## src/design/probe_sel_pkg.sv

```systemverilog
// Shared constants and types for the probe channel selector
package probe_sel_pkg;

  localparam int CH_MASTER = 4;
  localparam int CH_TOTAL  = 8;
  localparam int CODE_W    = 3;
  localparam int AMP_W     = 8;

  localparam int CLK_PERIOD_NS   = 50;
  localparam int RINGDOWN_NS     = 1000;
  localparam int RINGDOWN_CYCLES = (RINGDOWN_NS + CLK_PERIOD_NS - 1) / CLK_PERIOD_NS;

  localparam logic [7:0] OFS_CTRL       = 8'h00;
  localparam logic [7:0] OFS_STATUS     = 8'h04;
  localparam logic [7:0] OFS_IRQ_STATUS = 8'h08;
  localparam logic [7:0] OFS_IRQ_MASK   = 8'h0C;

  localparam int         CTRL_ENABLE_BIT = 0;
  localparam logic       CTRL_ENABLE_RST = 1'b1;
  localparam logic [2:0] IRQ_MASK_RST    = 3'h0;

  localparam int IRQ_W      = 3;
  localparam int IRQ_SWITCH = 0;
  localparam int IRQ_FAULT  = 1;
  localparam int IRQ_REJECT = 2;

  localparam int ST_CHAN_LSB = 0;
  localparam int ST_READY    = 4;
  localparam int ST_US       = 5;
  localparam int ST_QUIET    = 6;
  localparam int ST_PEND     = 7;
  localparam int ST_FAULT    = 8;

  typedef struct packed {
    logic [7:0]  paddr;
    logic        pwrite;
    logic [31:0] pwdata;
  } apb_req_type;

  typedef struct packed {
    logic [CH_TOTAL-1:0] green;
    logic [CH_TOTAL-1:0] red;
  } led_type;

  typedef enum logic [2:0] {
    SEL_IDLE  = 3'b001,
    SEL_DRAIN = 3'b010,
    SEL_FAULT = 3'b100
  } sel_state_type;

endpackage : probe_sel_pkg

```

## src/design/channel_indicator.sv

```systemverilog
// Two-colour status indicator per probe channel
`timescale 1ns/1ns
module channel_indicator #(
  parameter int CH = probe_sel_pkg::CH_TOTAL
) (
  input  wire logic          core_clk,
  input  wire logic          rst,
  input  wire logic [CH-1:0] selected,
  input  wire logic [CH-1:0] present,
  input  wire logic          us_on,
  output probe_sel_pkg::led_type led
);
  import probe_sel_pkg::*;

  led_type next_led;

  for (genvar i = 0; i < CH; i++) begin : g_led
    assign next_led.green[i] = selected[i] & present[i] & ~us_on;
    assign next_led.red[i]   = selected[i] & present[i] & us_on;
  end

  always_ff @(posedge core_clk) begin
    if (rst) begin
      led <= '0;
    end else begin
      led <= next_led;
    end
  end

endmodule : channel_indicator

```

## src/design/multi_probe_selector.sv

```systemverilog
// Probe channel selector with switching interlocks and APB registers
`timescale 1ns/1ns
module multi_probe_selector (
  input  wire logic                                  core_clk,
  input  wire logic                                  rst,
  input  wire logic                                  psel,
  input  wire logic                                  penable,
  input  wire probe_sel_pkg::apb_req_type            apb_req,
  output logic [31:0]                                prdata,
  output logic                                       pready,
  output logic                                       pslverr,
  input  wire logic [probe_sel_pkg::CODE_W-1:0]      setup_select_code,
  input  wire logic                                  us_request,
  input  wire logic [probe_sel_pkg::AMP_W-1:0]       amplitude,
  input  wire logic                                  expansion_present,
  input  wire logic [3:0]                            fault_sense,
  output logic [probe_sel_pkg::CH_TOTAL-1:0]         probe_enable,
  output logic [probe_sel_pkg::CODE_W-1:0]           active_setup,
  output probe_sel_pkg::led_type                     led,
  output logic                                       selector_ready_n,
  output logic                                       us_active_n,
  output logic                                       irq
);
  import probe_sel_pkg::*;

  ////////////////////////////////////////////////////////////////////////////
  // Declarations

  sel_state_type       state;
  sel_state_type       next_state;
  logic [CODE_W-1:0]   current;
  logic [CODE_W-1:0]   next_current;
  logic [CODE_W-1:0]   pending;
  logic [CODE_W-1:0]   next_pending;
  logic                pend_valid;
  logic                next_pend_valid;
  logic                us_on;
  logic                next_us_on;
  logic                next_ready_n;
  logic [CH_TOTAL-1:0] next_probe_enable;
  logic                fault_q;
  logic                quiet;
  logic                fault_any;
  logic                code_ok;
  logic                ev_switch;
  logic                ev_reject;
  logic [CH_TOTAL-1:0] present;

  logic                ctrl_enable;
  logic                next_ctrl_enable;
  logic [IRQ_W-1:0]    irq_status;
  logic [IRQ_W-1:0]    next_irq_status;
  logic [IRQ_W-1:0]    irq_mask;
  logic [IRQ_W-1:0]    next_irq_mask;
  logic [31:0]         next_prdata;
  logic                next_irq;
  logic                wr_en;
  logic                addr_ok;
  logic [IRQ_W-1:0]    events;

  ////////////////////////////////////////////////////////////////////////////
  // Ring-down detector and indicators

  ringdown_detect #(
    .AMP_W  (AMP_W),
    .SETTLE (RINGDOWN_CYCLES)
  ) u_ringdown (
    .core_clk  (core_clk),
    .rst       (rst),
    .amplitude (amplitude),
    .quiet     (quiet)
  );

  always_comb begin
    present = {{(CH_TOTAL-CH_MASTER){expansion_present}}, {CH_MASTER{1'b1}}};
  end

  channel_indicator #(
    .CH (CH_TOTAL)
  ) u_indicator (
    .core_clk (core_clk),
    .rst      (rst),
    .selected (probe_enable),
    .present  (present),
    .us_on    (us_on),
    .led      (led)
  );

  ////////////////////////////////////////////////////////////////////////////
  // Selection and interlocks

  always_comb begin
    fault_any = (|fault_sense) |
                (~expansion_present & (current >= CODE_W'(CH_MASTER)));
    code_ok   = expansion_present | (setup_select_code < CODE_W'(CH_MASTER));
  end

  always_comb begin
    next_state      = state;
    next_current    = current;
    next_pending    = pending;
    next_pend_valid = pend_valid;
    ev_switch       = 1'b0;
    ev_reject       = 1'b0;
    unique case (state)
      SEL_IDLE: begin
        if (fault_any) begin
          next_state = SEL_FAULT;
        end else if (!selector_ready_n && !us_on && setup_select_code != current) begin
          if (code_ok) begin
            next_pending    = setup_select_code;
            next_pend_valid = 1'b1;
            next_state      = SEL_DRAIN;
          end else begin
            ev_reject = 1'b1;
          end
        end
      end
      SEL_DRAIN: begin
        if (fault_any) begin
          next_state      = SEL_FAULT;
          next_pend_valid = 1'b0;
        end else if (quiet) begin
          next_current    = pending;
          next_pend_valid = 1'b0;
          next_state      = SEL_IDLE;
          ev_switch       = 1'b1;
        end
      end
      SEL_FAULT: begin
        next_pend_valid = 1'b0;
        if (!fault_any && quiet) begin
          next_state = SEL_IDLE;
        end
      end
    endcase
    next_us_on        = us_request & (state == SEL_IDLE) & (next_state == SEL_IDLE) &
                        ~fault_any & ctrl_enable;
    next_ready_n      = ~((next_state == SEL_IDLE) & ~next_us_on & ~fault_any &
                          ctrl_enable);
    next_probe_enable = CH_TOTAL'(1) << next_current;
  end

  always_ff @(posedge core_clk) begin
    if (rst) begin
      state            <= SEL_IDLE;
      current          <= '0;
      pending          <= '0;
      pend_valid       <= 1'b0;
      us_on            <= 1'b0;
      selector_ready_n <= 1'b1;
      probe_enable     <= CH_TOTAL'(1);
      fault_q          <= 1'b0;
    end else begin
      state            <= next_state;
      current          <= next_current;
      pending          <= next_pending;
      pend_valid       <= next_pend_valid;
      us_on            <= next_us_on;
      selector_ready_n <= next_ready_n;
      probe_enable     <= next_probe_enable;
      fault_q          <= fault_any;
    end
  end

  always_comb begin
    us_active_n  = ~us_on;
    active_setup = current;
  end

  ////////////////////////////////////////////////////////////////////////////
  // APB registers and interrupt

  always_comb begin
    pready  = 1'b1;
    addr_ok = (apb_req.paddr == OFS_CTRL) | (apb_req.paddr == OFS_STATUS) |
              (apb_req.paddr == OFS_IRQ_STATUS) | (apb_req.paddr == OFS_IRQ_MASK);
    pslverr = psel & penable & ~addr_ok;
    wr_en   = psel & penable & apb_req.pwrite & addr_ok;
    events  = '0;
    events[IRQ_SWITCH] = ev_switch;
    events[IRQ_FAULT]  = fault_any & ~fault_q;
    events[IRQ_REJECT] = ev_reject;
  end

  always_comb begin
    next_ctrl_enable = ctrl_enable;
    next_irq_mask    = irq_mask;
    next_irq_status  = irq_status;
    next_prdata      = prdata;
    if (wr_en && apb_req.paddr == OFS_CTRL) begin
      next_ctrl_enable = apb_req.pwdata[CTRL_ENABLE_BIT];
    end
    if (wr_en && apb_req.paddr == OFS_IRQ_MASK) begin
      next_irq_mask = apb_req.pwdata[IRQ_W-1:0];
    end
    if (wr_en && apb_req.paddr == OFS_IRQ_STATUS) begin
      next_irq_status = irq_status & ~apb_req.pwdata[IRQ_W-1:0];
    end
    next_irq_status = next_irq_status | events;
    if (psel && !penable && !apb_req.pwrite) begin
      next_prdata = '0;
      unique case (apb_req.paddr)
        OFS_CTRL:       next_prdata[CTRL_ENABLE_BIT] = ctrl_enable;
        OFS_STATUS: begin
          next_prdata[ST_CHAN_LSB +: CODE_W] = current;
          next_prdata[ST_READY]              = ~selector_ready_n;
          next_prdata[ST_US]                 = us_on;
          next_prdata[ST_QUIET]              = quiet;
          next_prdata[ST_PEND]               = pend_valid;
          next_prdata[ST_FAULT]              = fault_any;
        end
        OFS_IRQ_STATUS: next_prdata[IRQ_W-1:0] = irq_status;
        OFS_IRQ_MASK:   next_prdata[IRQ_W-1:0] = irq_mask;
        default:        next_prdata = '0;
      endcase
    end
    next_irq = |(next_irq_status & next_irq_mask);
  end

  always_ff @(posedge core_clk) begin
    if (rst) begin
      ctrl_enable <= CTRL_ENABLE_RST;
      irq_mask    <= IRQ_MASK_RST;
      irq_status  <= '0;
      prdata      <= '0;
      irq         <= 1'b0;
    end else begin
      ctrl_enable <= next_ctrl_enable;
      irq_mask    <= next_irq_mask;
      irq_status  <= next_irq_status;
      prdata      <= next_prdata;
      irq         <= next_irq;
    end
  end

  ////////////////////////////////////////////////////////////////////////////
  // Assertions

  AST_ONE_CHANNEL: assert property (@(posedge core_clk) disable iff (rst)
    $onehot(probe_enable)) else $error("probe enable not one-hot");

  AST_MASTER_ONLY: assert property (@(posedge core_clk) disable iff (rst)
    !expansion_present && !$past(expansion_present) |-> ##1
      probe_enable[CH_TOTAL-1:CH_MASTER] == '0)
    else $error("expansion channel enabled without expansion unit");

  AST_HOLD_US: assert property (@(posedge core_clk) disable iff (rst)
    !us_active_n |=> $stable(probe_enable) && $stable(current))
    else $error("channel changed while ultrasound active");

  AST_RINGDOWN: assert property (@(posedge core_clk) disable iff (rst)
    $changed(current) |-> $past(quiet) && $past(state) == SEL_DRAIN)
    else $error("channel changed before ring-down");

  AST_FAULT_READY: assert property (@(posedge core_clk) disable iff (rst)
    fault_any |=> selector_ready_n) else $error("ready held during fault");

  AST_LED: assert property (@(posedge core_clk) disable iff (rst)
    !us_active_n && !$past(rst) |=> led.red == $past(probe_enable & present))
    else $error("indicator red mismatch");

  AST_SETUP_APPLY: assert property (@(posedge core_clk) disable iff (rst)
    ev_switch |=> active_setup == $past(pending) && probe_enable[active_setup])
    else $error("selected setup not applied");

  AST_READY_IDLE: assert property (@(posedge core_clk) disable iff (rst)
    !selector_ready_n |-> state == SEL_IDLE && us_active_n && !pend_valid)
    else $error("ready while not accepting");

  AST_US_CAUSE: assert property (@(posedge core_clk) disable iff (rst)
    !us_active_n |-> $past(us_request) && $past(state) == SEL_IDLE)
    else $error("ultrasound active without request");

  AST_SAMPLE: assert property (@(posedge core_clk) disable iff (rst)
    $rose(pend_valid) |-> $past(!selector_ready_n) && $past(us_active_n))
    else $error("code sampled while not ready");

  COV_SWITCH: cover property (@(posedge core_clk) disable iff (rst) ev_switch);
  COV_FAULT:  cover property (@(posedge core_clk) disable iff (rst) $rose(fault_any));
  COV_US:     cover property (@(posedge core_clk) disable iff (rst) $fell(us_active_n));
  COV_REJECT: cover property (@(posedge core_clk) disable iff (rst) ev_reject);

endmodule : multi_probe_selector

```

## src/design/ringdown_detect.sv

```systemverilog
// Ring-down detector: output amplitude held at zero long enough
`timescale 1ns/1ns
module ringdown_detect #(
  parameter int AMP_W  = probe_sel_pkg::AMP_W,
  parameter int SETTLE = probe_sel_pkg::RINGDOWN_CYCLES
) (
  input  wire logic             core_clk,
  input  wire logic             rst,
  input  wire logic [AMP_W-1:0] amplitude,
  output logic                  quiet
);
  import probe_sel_pkg::*;

  localparam int CW = $clog2(SETTLE + 1);

  logic [CW-1:0] count;
  logic [CW-1:0] next_count;
  logic          next_quiet;

  always_comb begin
    if (amplitude != '0) begin
      next_count = '0;
    end else if (count == CW'(SETTLE)) begin
      next_count = count;
    end else begin
      next_count = count + 1'b1;
    end
    next_quiet = (next_count == CW'(SETTLE));
  end

  always_ff @(posedge core_clk) begin
    if (rst) begin
      count <= '0;
      quiet <= 1'b0;
    end else begin
      count <= next_count;
      quiet <= next_quiet;
    end
  end

endmodule : ringdown_detect

```

## config.mk

```make
export PLATFORM = sky130hd
export DESIGN_NAME = multi_probe_selector
export DESIGN_NICKNAME = d
export VERILOG_FILES = /design/src/design/probe_sel_pkg.sv /design/src/design/channel_indicator.sv /design/src/design/multi_probe_selector.sv /design/src/design/ringdown_detect.sv
export SDC_FILE = /design/constraint.sdc
export NUM_CORES = 1
export LEC_CHECK = 0
export ABC_AREA = 1
export CORE_MARGIN = 2
export CORE_UTILIZATION = 34
export DETAILED_ROUTE_END_ITERATION = 10
export DONT_BUFFER_PORTS = 1
export GPL_ROUTABILITY_DRIVEN = 0
export PLACE_DENSITY = 0.44
export SLEW_MARGIN = 20
export SYNTH_ARGS = -nofsm -noshare
export SYNTH_HDL_FRONTEND = slang
export SYNTH_HIERARCHICAL = 1
export SYNTH_SLANG_ARGS = --single-unit
```

## constraint.sdc

```tcl
create_clock -name core_clk -period 3.5 [get_ports core_clk]
set_clock_uncertainty 0.2 [all_clocks]
set_input_delay 0.875 -clock core_clk [delete_from_list [all_inputs] [get_ports core_clk]]
set_output_delay 0.875 -clock core_clk [all_outputs]
set_load 0.02 [all_outputs]
```

=== Word level (Yosys, flattened, before mapping) ===
Cells that the tools add are included.

* Bits in registers: 59
* Bits of input ports: 62

* Add/subtract/negate cells: 1
* Magnitude comparators: 2
* Eq/ne operators: 14
* Shift operators: 1
* Muxes and demuxes: 30
* Bitwise gates (word level): 50
* Reduce and logical (&&, ||, !) cells: 19

{| class="wikitable"
|+ Operators by type and width
! kind !! number
|-
| AND 1 bit || 33
|-
| two-way mux 3 bit || 11
|-
| equality test 8 x 4 -> 1 bit (second input constant) || 2
|-
| two-way mux 5 bit || 3
|-
| two-way mux 1 bit || 12
|-
| equality test 5 bit (second input constant) || 2
|-
| one-hot mux 3 bit (3 select lines) || 1
|-
| equality test 8 x 3 -> 1 bit (second input constant) || 1
|-
| logical AND 1 bit || 8
|-
| logical NOT 8 bit || 1
|-
| NOT 1 bit || 8
|-
| AND reduction 4 bit || 2
|-
| nonzero test 8 bit || 1
|-
| left shift 1 x 3 -> 8 bit (first input constant) || 1
|-
| AND 3 bit || 2
|-
| equality test 3 x 1 -> 1 bit (second input constant) || 2
|-
| != test 2 bit (second input constant) || 3
|-
| one-hot mux 2 bit (3 select lines) || 1
|-
| adder 5 x 1 -> 5 bit (second input constant) || 1
|-
| logical NOT 1 bit || 5
|-
| bitwise OR 1 bit || 5
|-
| one-hot mux 1 bit (4 select lines) || 1
|-
| OR reduction 4 bit || 1
|-
| equality test 3 x 2 -> 1 bit (second input constant) || 1
|-
| 9 further kinds || 9
|}

=== Longest topological paths before layout ===
Gate-level depths: netlist of run 1.

* Depth after elaboration: 16
* Gate-level depth with buffers: 10

=== By module ===
Netlist of run 1, hierarchy kept.

{| class="wikitable"
|+ By module, submodules not included
! module !! times used !! cells each !! area an instance (um^2)
|-
| multi_probe_selector || 1 || 282 || 1,978.1
|-
| channel_indicator || 1 || 44 || 430.4
|-
| ringdown_detect || 1 || 49 || 351.6
|}

=== Least setup slack after synthesis of run 1 ===
OpenSTA, ideal clock, no wires.

* Path type: input-to-output
* Start: in apb_req[40] (netlist name)
* End: out pslverr
* Arrival: 1.526 ns
* Required time: 2.425 ns
* Path slack: 0.899 ns
* Stages on the path: 7
* Cells stage by stage: nor2_1 > nand3_1 > nor2_2 > buf_4 > inv_2 > nand3_1 > inv_1

* Word-level cells in the longest chain between the ends: 6
* Elaborated cells on any way between the ends: 9

{| class="wikitable"
|+ Ends and longest elaborated chain
! item !! RTL line !! text
|-
| from (decl) || multi_probe_selector.sv:8 || <nowiki>input wire probe_sel_pkg::apb_req_type apb_req,</nowiki>
|-
| equality test 8 x 3 -> 1 bit or logical NOT 8 bit (tied branches) || multi_probe_selector.sv:176 || <nowiki>addr_ok = (apb_req.paddr == OFS_CTRL) | (apb_req.paddr == OFS_STATUS) |</nowiki>
|-
| bitwise OR 1 bit (2 in a row) || multi_probe_selector.sv:176 ||
|-
| bitwise OR 1 bit * || multi_probe_selector.sv:177 || <nowiki>(apb_req.paddr == OFS_IRQ_STATUS) | (apb_req.paddr == OFS_IRQ_MASK);</nowiki>
|-
| NOT 1 bit * || multi_probe_selector.sv:178 || <nowiki>pslverr = psel & penable & ~addr_ok;</nowiki>
|-
| AND 1 bit * || multi_probe_selector.sv:178 ||
|-
| to (decl) || multi_probe_selector.sv:11 || <nowiki>output logic pslverr,</nowiki>
|}

Every way passes the cells marked *; elsewhere a longest branch is shown, timed or not.

=== Worst setup path in the final report of run 1 ===
Same ends and word-level chain as after synthesis.

==> flow_metrics.py, run 1 <==
metrics = {
    "sta": {
        "fin_crit_ps": 2660,
        "setup_ws_ps": 836,
        "rsz0062_at_grt": "false",
        "finalHoldViolations": 0,
        "tightestPinTransition_ps": 503,
        "setup_viol": 0,
        "drv_slew": 0,
        "tns_ps": 0,
        "max_slew_margin_pct": 66.4,
        "fin_crit_sh_pct": 76.1,
        "fmax_mhz": 375,
    },
    "cts": {
        "clk_latency_ps": 350,
        "max-clock-path-buffers": 2,
        "cts-root-buf": "clkbuf_8",
        "htree_levels": 3,
        "cts_resized": 0,
        "cts_tree": "built",
        "clk_pin_slew_ps": 70,
        "cts_hold_buf": 0,
        "cts_buffers": 9,
        "cts_sinks": 59,
        "post_cts_buffers": 0,
    },
    "job": {
        "drv_cap": 0,
    },
    "synth": {
        "syn_area_um2": 2760,
        "synth_cell_types": 33,
        "synth_ff_type": "dfxtp_1",
        "ys_seq_area_share_pct": 42.8,
        "synthArstFlopShare_pct": 0,
        "yosys_warnings": 6,
        "ys_ff_latch": 59,
        "synth_edf_count": 0,
        "syn_avg_cell_area_um2": 7.36,
        "syn_inst": 375,
    },
    "final_layout": {
        "synthToLayoutAreaGrowth_pct": 7.62,
        "final_nets": 449,
        "drive_gt1_share_pct": 12.6,
        "fillers": 850,
        "insertedDiodeCount": 0,
    },
    "worst_setup_path": {
        "cp_max_fo": 11,
        "cp-start-kind": "input port",
        "critPathRequiredTime_ps": 2420,
        "worst-setup-path-type": "in -> out",
        "crit_path_end_kind": "primary output",
        "worstPathArrival_ps": 1590,
    },
    "die": {
        "die_area_um2": 8850,
        "initial_core_util_pct": 35.4,
        "io_pins": 126,
        "row_count": 32,
        "die_w_um": 94.1,
        "die_height_um": 94.1,
        "core_um2": 7810,
    },
    "power": {
        "p_int_mw": 0.958,
        "power.switching_mw": 0.367,
        "p_leak_nw": 1.31,
        "peakVddDrop_mv": 0.129,
        "power_switching_share_pct": 27.7,
        "comb_power_share_pct": 5.3,
        "p_per_area_nw_per_um2": 446,
        "clockPowerShare_pct": 43.4,
        "seq_power_share_pct": 51.3,
    },
    "global_routing": {
        "grt_overflow": 0,
        "grt_pass1_vias": 1954,
        "antenna_found_initial": 0,
        "grt_pass1_wl_um": 9560,
        "track_usage_pct": 14.1,
        "grt_max_degree": 22,
    },
    "drt": {
        "drc_errors": 0,
        "wirelength_um": 5920,
        "firstDrtPassIters": 4,
        "ant_nets": 0,
        "wire_per_inst_um": 12.0,
        "via_count": 2151,
        "via_per_inst": 4.37,
        "drt_iter0_markers": 49,
    },
    "status": {
        "run_status": "finished, final reports clean",
    },
    "placement": {
        "portBuffers": 0,
        "dp_slack_ps": 826,
        "dp_hpwl_um": 4490,
    },
    "min_path": {
        "hold_path_class": "reg -> reg",
    },
}
## layout make-up
type / instances / area [µm²] / share of cell area, %
Timing Repair Buffer: 1 / 7.51 / 0.253
Multi-Input combinational cell: 263 / 1280 / 43.0
Inverter: 51 / 193 / 6.49
Tap cell: 102 / 128 / 4.30
Clock buffer: 9 / 124 / 4.17
Sequential cell: 59 / 1180 / 39.8
Clock inverter: 7 / 60.1 / 2.02
## critical path: stages
cell	delay, ps
nor2_1	80
nand3_1	130
nor2_2	100
buf_4	170
inv_2	60
nand3_1	70
inv_1	110
## registers in the layout, indices dropped and copies added (netlist names)
signal / flops
ctrl_enable: 1
active_setup: 3
u_ringdown/quiet: 1
u_ringdown/count: 5
u_indicator/led: 16
prdata: 8
fault_q: 1
pending: 3
irq: 1
irq_mask: 3
selector_ready_n: 1
us_on: 1
irq_status: 3
probe_enable: 8
pend_valid: 1
state: 3
## cells in the final DEF (no fill, tap or decap)
cell type | synthesis | final
nand3_1 | 32 | 32
clkinvlp_4 | 0 | 1
xnor2_1 | 2 | 2
inv_2 | 5 | 5
inv_1 | 45 | 45
nor3_4 | 1 | 1
buf_4 | 27 | 1
nand2_1 | 72 | 72
nor3b_2 | 1 | 1
nand2_2 | 7 | 7
or2_2 | 1 | 1
nand3_2 | 2 | 2
and2_1 | 1 | 1
o21ai_4 | 1 | 1
nand3_4 | 1 | 1
nor3_1 | 4 | 4
inv_6 | 0 | 3
a21oi_2 | 1 | 1
ha_1 | 2 | 2
a21boi_0 | 1 | 1
nor2_2 | 2 | 2
nand2_4 | 1 | 1
nor2_4 | 5 | 5
o21ai_0 | 8 | 8
nor2_1 | 60 | 60
clkinv_2 | 1 | 1
o21ai_2 | 2 | 2
nand4_1 | 10 | 10
conb_1 | 2 | 29
a21oi_1 | 14 | 14
clkbuf_8 | 0 | 9
a211oi_1 | 1 | 1
dfxtp_1 | 59 | 59
clkinv_4 | 0 | 3
nand3b_1 | 1 | 1
nor3_2 | 1 | 1
## final timing paths
path	depth (start not counted)	slack, ps	start	end
setup / recovery	7	840	apb_req[40]	pslverr
hold / removal	2	290	irq_status[0]	irq_status[0]
setup reg to reg	9	1660	active_setup[2]	probe_enable[7]
hold reg to reg	2	290	irq_status[0]	irq_status[0]
## logic make-up (layout without fill, tap and decap cells)
| logic type | Yosys count | after routing | share of synthesized area (%) |
|---|---|---|---|
| AND/OR/NAND/NOR | 202 | 202 | 34.7 |
| buffers and inverters | 80 | 68 | 14.6 |
| flip-flops | 59 | 59 | 42.8 |
| AO/OA/AOI/OAI | 28 | 28 | 6.08 |
| adder cells (fa/ha/maj) | 2 | 2 | 0.906 |
| other | 2 | 29 | 0.272 |
| XOR/XNOR | 2 | 2 | 0.635 |
## power groups by stage
stage,combinational [mW],sequential [mW],clock (mW)
floorplan,0.0864,0.695,0
global route,0.0790,0.680,0.632
finish,0.0699,0.680,0.575
CTS,0.0701,0.680,0.597
detailed placement,0.0699,0.695,0
global placement,0.0697,0.695,0
## through the flow
| stage | hold WS [ps] | instance area (µm²) | utilization, % | cells | total power [mW] |
|---|---|---|---|---|---|
| finish | 286 | 2970 | 38.0 | 492 | 1.32 |
| global route | 330 | 2970 | 38.0 | 492 | 1.39 |
| CTS | 291 | 2970 | 38.0 | 492 | 1.35 |
| detailed placement | 280 | 2790 | 35.7 | 476 | 0.765 |
| global placement | 270 | 2790 | 35.7 | 476 | 0.765 |
| floorplan | 257 | 2860 | - | 402 | 0.781 |
## per-layer routing
metal / vias to the layer above / routed length (µm) / track usage (%)
li1: 1147 / - / -
met4: 0 / 111 / 6.88
met1: 928 / 2800 / 18.0
met2: 67 / 2630 / 21.3
met3: 9 / 381 / 4.65
met5: - / 0 / 0
## synth_stat cells (all sizes together), types with 2 or more instances
master | n | area (µm²)
conb | 2 | 7.51
ha | 2 | 25.0
clkbuf | 2 | 7.51
nor3 | 6 | 46.3
o21ai | 11 | 73.8
nand4 | 10 | 62.6
a21oi | 15 | 78.8
inv | 50 | 188
nor2 | 67 | 294
nand3 | 35 | 198
buf | 27 | 203
nand2 | 80 | 325
xnor2 | 2 | 17.5
dfxtp | 59 | 1180
Note: power is estimated with default switching activity, not from simulation.
==> run 2: changes to the inputs <==
- clock period: 3.5 -> 2.5 ns (I/O delays scaled with it)
==> flow_metrics.py, run 2 (synthesized netlist as in run 1, its figures left out) <==
metrics = {
    "status": {
        "run_status": "finished, final reports clean",
    },
    "cts": {
        "cts_hold_buf": 0,
        "clk_pin_slew_ps": 70,
        "cts_sinks": 59,
        "clk_latency_ps": 340,
        "post_cts_buffers": 0,
        "cts_buffers": 9,
        "cts_tree": "built",
        "max-clock-path-buffers": 2,
        "htree_levels": 3,
        "cts_resized": 0,
        "cts-root-buf": "clkbuf_8",
    },
    "drt": {
        "drc_errors": 0,
        "drt_iter0_markers": 118,
        "firstDrtPassIters": 4,
        "wirelength_um": 5950,
        "wire_per_inst_um": 12.1,
        "via_count": 2174,
        "via_per_inst": 4.41,
        "ant_nets": 0,
    },
    "worst_setup_path": {
        "max_stage_delay_ps": 240,
        "worst-setup-path-type": "in -> out",
        "critPathRequiredTime_ps": 1670,
        "timing.rr.end": "probe_enable[7]",
        "cp_slowest_cell": "nor2_2",
        "crit_path_end_kind": "primary output",
        "rr_worst_depth": 9,
        "cpMostUsedCell": "nand3_1",
        "r2r_slack_ps": 690,
        "cp-start-kind": "input port",
        "worstPathArrival_ps": 1340,
        "cp_max_fo": 6,
        "path_cells": "nor2_1 -> nand3_1 -> nor2_2 -> inv_2 -> nand3_1 -> inv_1",
        "rr_startpoint": "active_setup[2]",
    },
    "sta": {
        "drv_slew": 0,
        "fin_crit_sh_pct": 86.7,
        "fin_hold_ws_ps": 149,
        "fin_crit_ps": 2170,
        "rsz0062_at_grt": "false",
        "setup_viol": 0,
        "fmax_mhz": 462,
        "setup_ws_ps": 334,
        "tns_ps": 0,
        "finalHoldViolations": 0,
    },
    "global_routing": {
        "track_usage_pct": 14.3,
        "grt_pass1_vias": 1952,
        "grt_pass1_wl_um": 9570,
        "antenna_found_initial": 0,
        "grt_overflow": 0,
        "grt_max_degree": 22,
    },
    "die": {
        "core_um2": 7810,
        "initial_core_util_pct": 35.4,
        "die_height_um": 94.1,
        "die_area_um2": 8850,
        "io_pins": 126,
        "row_count": 32,
        "die_w_um": 94.1,
    },
    "final_layout": {
        "largest_register_ffs": 16,
        "final_cells": 493,
        "insertedDiodeCount": 0,
        "final_common_cell": "nand2_1",
        "top_register": "u_indicator/led",
        "final_nets": 450,
        "synthToLayoutAreaGrowth_pct": 7.66,
        "reg_top3": "u_indicator/led: 16 flops, prdata: 8 flops, probe_enable: 8 flops",
        "final_cell_mix": "nand2_1, nor2_1, dfxtp_1, inv_1, nand3_1",
        "drive_gt1_share_pct": 12.8,
    },
    "min_path": {
        "min_to": "active_setup[2]",
        "hold_path_class": "in -> reg",
        "worstHoldPathCells": 1,
        "min_from": "rst",
    },
    "job": {
        "drv_cap": 0,
    },
    "placement": {
        "dp_hpwl_um": 4580,
        "dp_slack_ps": 312,
        "dp_cells": 477,
        "portBuffers": 0,
    },
    "power": {
        "p_per_area_nw_per_um2": 616,
        "peakVddDrop_mv": 0.177,
        "p_leak_nw": 1.31,
    },
}
## run 2: how the worst max path moves through the flow
stage,cells past startpoint,start,to,slack [ps]
2_1_floorplan,7,apb_req[40],pslverr,400
3_3_place_gp,6,apb_req[40],pslverr,330
3_5_place_dp,6,apb_req[40],pslverr,310
4_1_cts,6,apb_req[40],pslverr,310
5_1_grt,6,apb_req[34],pslverr,220
6_report,6,apb_req[40],pslverr,330
## run 2: cell type report
| type | instances | area (µm²) |
|---|---|---|
| multi-input combinational | 263 | 1280 |
| fill | 856 | 4840 |
| inverter | 51 | 193 |
| clock buffer | 9 | 124 |
| timing repair buffer | 2 | 15.0 |
| sequential | 59 | 1180 |
| clock inverter | 7 | 53.8 |
| tap | 102 | 128 |
## run 2: where the power goes
group,leakage [nW],switching (mW),total (mW),internal (mW)
clock,0.0818,0.415,0.778,0.363
combinational,0.748,0.0783,0.0996,0.0214
sequential,0.477,0.00534,0.952,0.947
## run 2: worst max-delay path, delay by kind of cell
kind                   cells  cell delay (ps)
buffers and inverters      2              190
and+or+nand+nor            4              530
## run 2: routing by layer
| metal | track usage (%) | wire length (µm) | vias to the layer above |
|---|---|---|---|
| met5 | 0 | 0 | - |
| li1 | - | - | 1149 |
| met2 | 21.0 | 2620 | 71 |
| met1 | 18.7 | 2810 | 944 |
| met4 | 7.61 | 112 | 0 |
| met3 | 4.25 | 405 | 10 |
## run 2: stage by stage
step | util, % | total power, mW | area [µm²]
2_1_floorplan | - | 1.09 | 2860
3_3_place_gp | 35.8 | 1.07 | 2790
3_5_place_dp | 35.8 | 1.07 | 2790
4_1_cts | 38.1 | 1.85 | 2970
5_1_grt | 38.1 | 1.92 | 2970
6_report | 38.1 | 1.83 | 2970
==> run 3: changes to the inputs <==
- clock period: 2.5 -> 2.6 ns (I/O delays scaled with it)
==> flow_metrics.py, run 3 (synthesized netlist as in run 1, its figures left out) <==
metrics = {
    "final_layout": {
        "drive_gt1_share_pct": 12.8,
        "insertedDiodeCount": 0,
        "postLayoutCoreUtil_pct": 38.3,
        "fin_area_um2": 2990,
        "final_nets": 450,
        "reg_top3": "u_indicator/led: 16 flops, prdata: 8 flops, probe_enable: 8 flops",
        "final_cell_mix": "nand2_1, nor2_1, dfxtp_1, inv_1, nand3_1",
        "largest_register_ffs": 16,
        "final_common_cell": "nand2_1",
        "synthToLayoutAreaGrowth_pct": 8.48,
        "top_register": "u_indicator/led",
    },
    "sta": {
        "max_slew_margin_pct": 65.2,
        "setup_viol": 0,
        "drv_slew": 0,
        "tightestPinTransition_ps": 520,
        "fmax_mhz": 449,
        "fin_hold_ws_ps": 180,
        "fin_crit_ps": 2230,
        "rsz0062_at_grt": "false",
        "fin_crit_sh_pct": 85.7,
        "tns_ps": 0,
        "setup_ws_ps": 373,
        "finalHoldViolations": 0,
    },
    "power": {
        "peakVddDrop_mv": 0.230,
        "power.switching_mw": 0.480,
        "p_per_area_nw_per_um2": 621,
        "comb_power_share_pct": 5.1,
        "power_switching_share_pct": 25.8,
        "p_leak_nw": 1.32,
        "p_int_mw": 1.38,
        "clockPowerShare_pct": 45.6,
        "seq_power_share_pct": 49.2,
    },
    "global_routing": {
        "grt_max_degree": 22,
        "track_usage_pct": 14.5,
        "antenna_found_initial": 0,
        "grt_pass1_vias": 1980,
        "grt_overflow": 0,
        "grt_pass1_wl_um": 9740,
    },
    "drt": {
        "drc_errors": 0,
        "drt_iter0_markers": 133,
        "wire_per_inst_um": 12.2,
        "firstDrtPassIters": 4,
        "wirelength_um": 6000,
        "via_per_inst": 4.39,
        "ant_nets": 0,
        "via_count": 2166,
    },
    "status": {
        "run_status": "finished, final reports clean",
    },
    "cts": {
        "cts-root-buf": "clkbuf_8",
        "clk_latency_ps": 340,
        "cts_tree": "built",
        "cts_hold_buf": 0,
        "cts_sinks": 59,
        "max-clock-path-buffers": 2,
        "clk_pin_slew_ps": 70,
        "cts_buffers": 9,
        "cts_resized": 0,
        "htree_levels": 3,
        "post_cts_buffers": 0,
    },
    "worst_setup_path": {
        "worstPathArrival_ps": 1380,
        "worst-setup-path-type": "in -> out",
        "cp_slowest_cell": "nor2_2",
        "cp.depth": 6,
        "cp-start-kind": "input port",
        "max_stage_delay_ps": 240,
        "crit_path_end": "pslverr",
        "path_delay_family": "simple AND/OR/NAND/NOR gates",
        "cpMostUsedCell": "nand3_1",
        "timing.rr.end": "probe_enable[7]",
        "critPathRequiredTime_ps": 1750,
        "rr_worst_depth": 9,
        "r2r_slack_ps": 780,
        "path_cells": "nor2_1 -> nand3_1 -> nor2_2 -> inv_2 -> nand3_1 -> inv_1",
        "path_buf_inv": 2,
        "cp_max_fo": 6,
        "crit_path_end_kind": "primary output",
        "rr_startpoint": "active_setup[2]",
        "crit_start": "apb_req[40]",
    },
    "die": {
        "initial_core_util_pct": 35.4,
        "core_um2": 7810,
        "die_w_um": 94.1,
        "row_count": 32,
        "die_area_um2": 8850,
        "io_pins": 126,
        "die_height_um": 94.1,
    },
    "min_path": {
        "min_from": "rst",
        "hold_path_class": "in -> reg",
        "worstHoldPathCells": 1,
    },
    "job": {
        "drv_cap": 0,
    },
    "placement": {
        "dp_hpwl_um": 4610,
        "dp_slack_ps": 358,
        "place_area_um2": 2790,
        "portBuffers": 0,
    },
}
## run 3: worst reg2reg max path, stage by stage (launching register included)
cell	delay (ps)
dfxtp_1	580
nand2_1	170
nand3_4	160
nor2_4	60
nand2_4	130
nand2_1	90
o21ai_2	110
inv_1	80
nand2_1	100
nor2_1	50
## run 3: power by group through the flow
stage          Sequential (mW)  Combinational (mW)  Clock, mW
2_1_floorplan            0.935               0.116          0
3_3_place_gp             0.936              0.0949          0
3_5_place_dp             0.936              0.0953          0
4_1_cts                  0.915              0.0956      0.874
5_1_grt                  0.916               0.108      0.928
6_report                 0.915              0.0954      0.849
## run 3: final cells by class
cell class,instances,area (µm²)
Clock buffer,9,124
Timing Repair Buffer,2,15.0
Multi-Input combinational cell,263,1280
Clock inverter,7,76.3
Inverter,51,193
Fill cell,828,4810
Tap cell,102,128
Sequential cell,59,1180
## run 3: how the worst min path moves through the flow
stage                      endpoint  slack [ps]
floorplan                 prdata[7]         260
global placement      irq_status[0]         270
detailed placement    irq_status[0]         280
CTS                 active_setup[2]         160
global route        active_setup[2]         160
finish              active_setup[2]         180
## run 3: through the flow
stage	power, mW	cells
global placement	1.03	477
finish	1.86	493
floorplan	1.05	402
global route	1.95	493
CTS	1.88	493
detailed placement	1.03	477
## run 3: layer usage
layer | up-vias | GRT usage (%) | routed length [µm] | share of wire, %
met2 | 64 | 22.0 | 2670 | 45
li1 | 1149 | - | - | -
met5 | - | 0 | 0 | 0
met1 | 944 | 18.7 | 2830 | 47
met4 | 0 | 6.52 | 99 | 1.7
met3 | 9 | 4.41 | 391 | 6.5
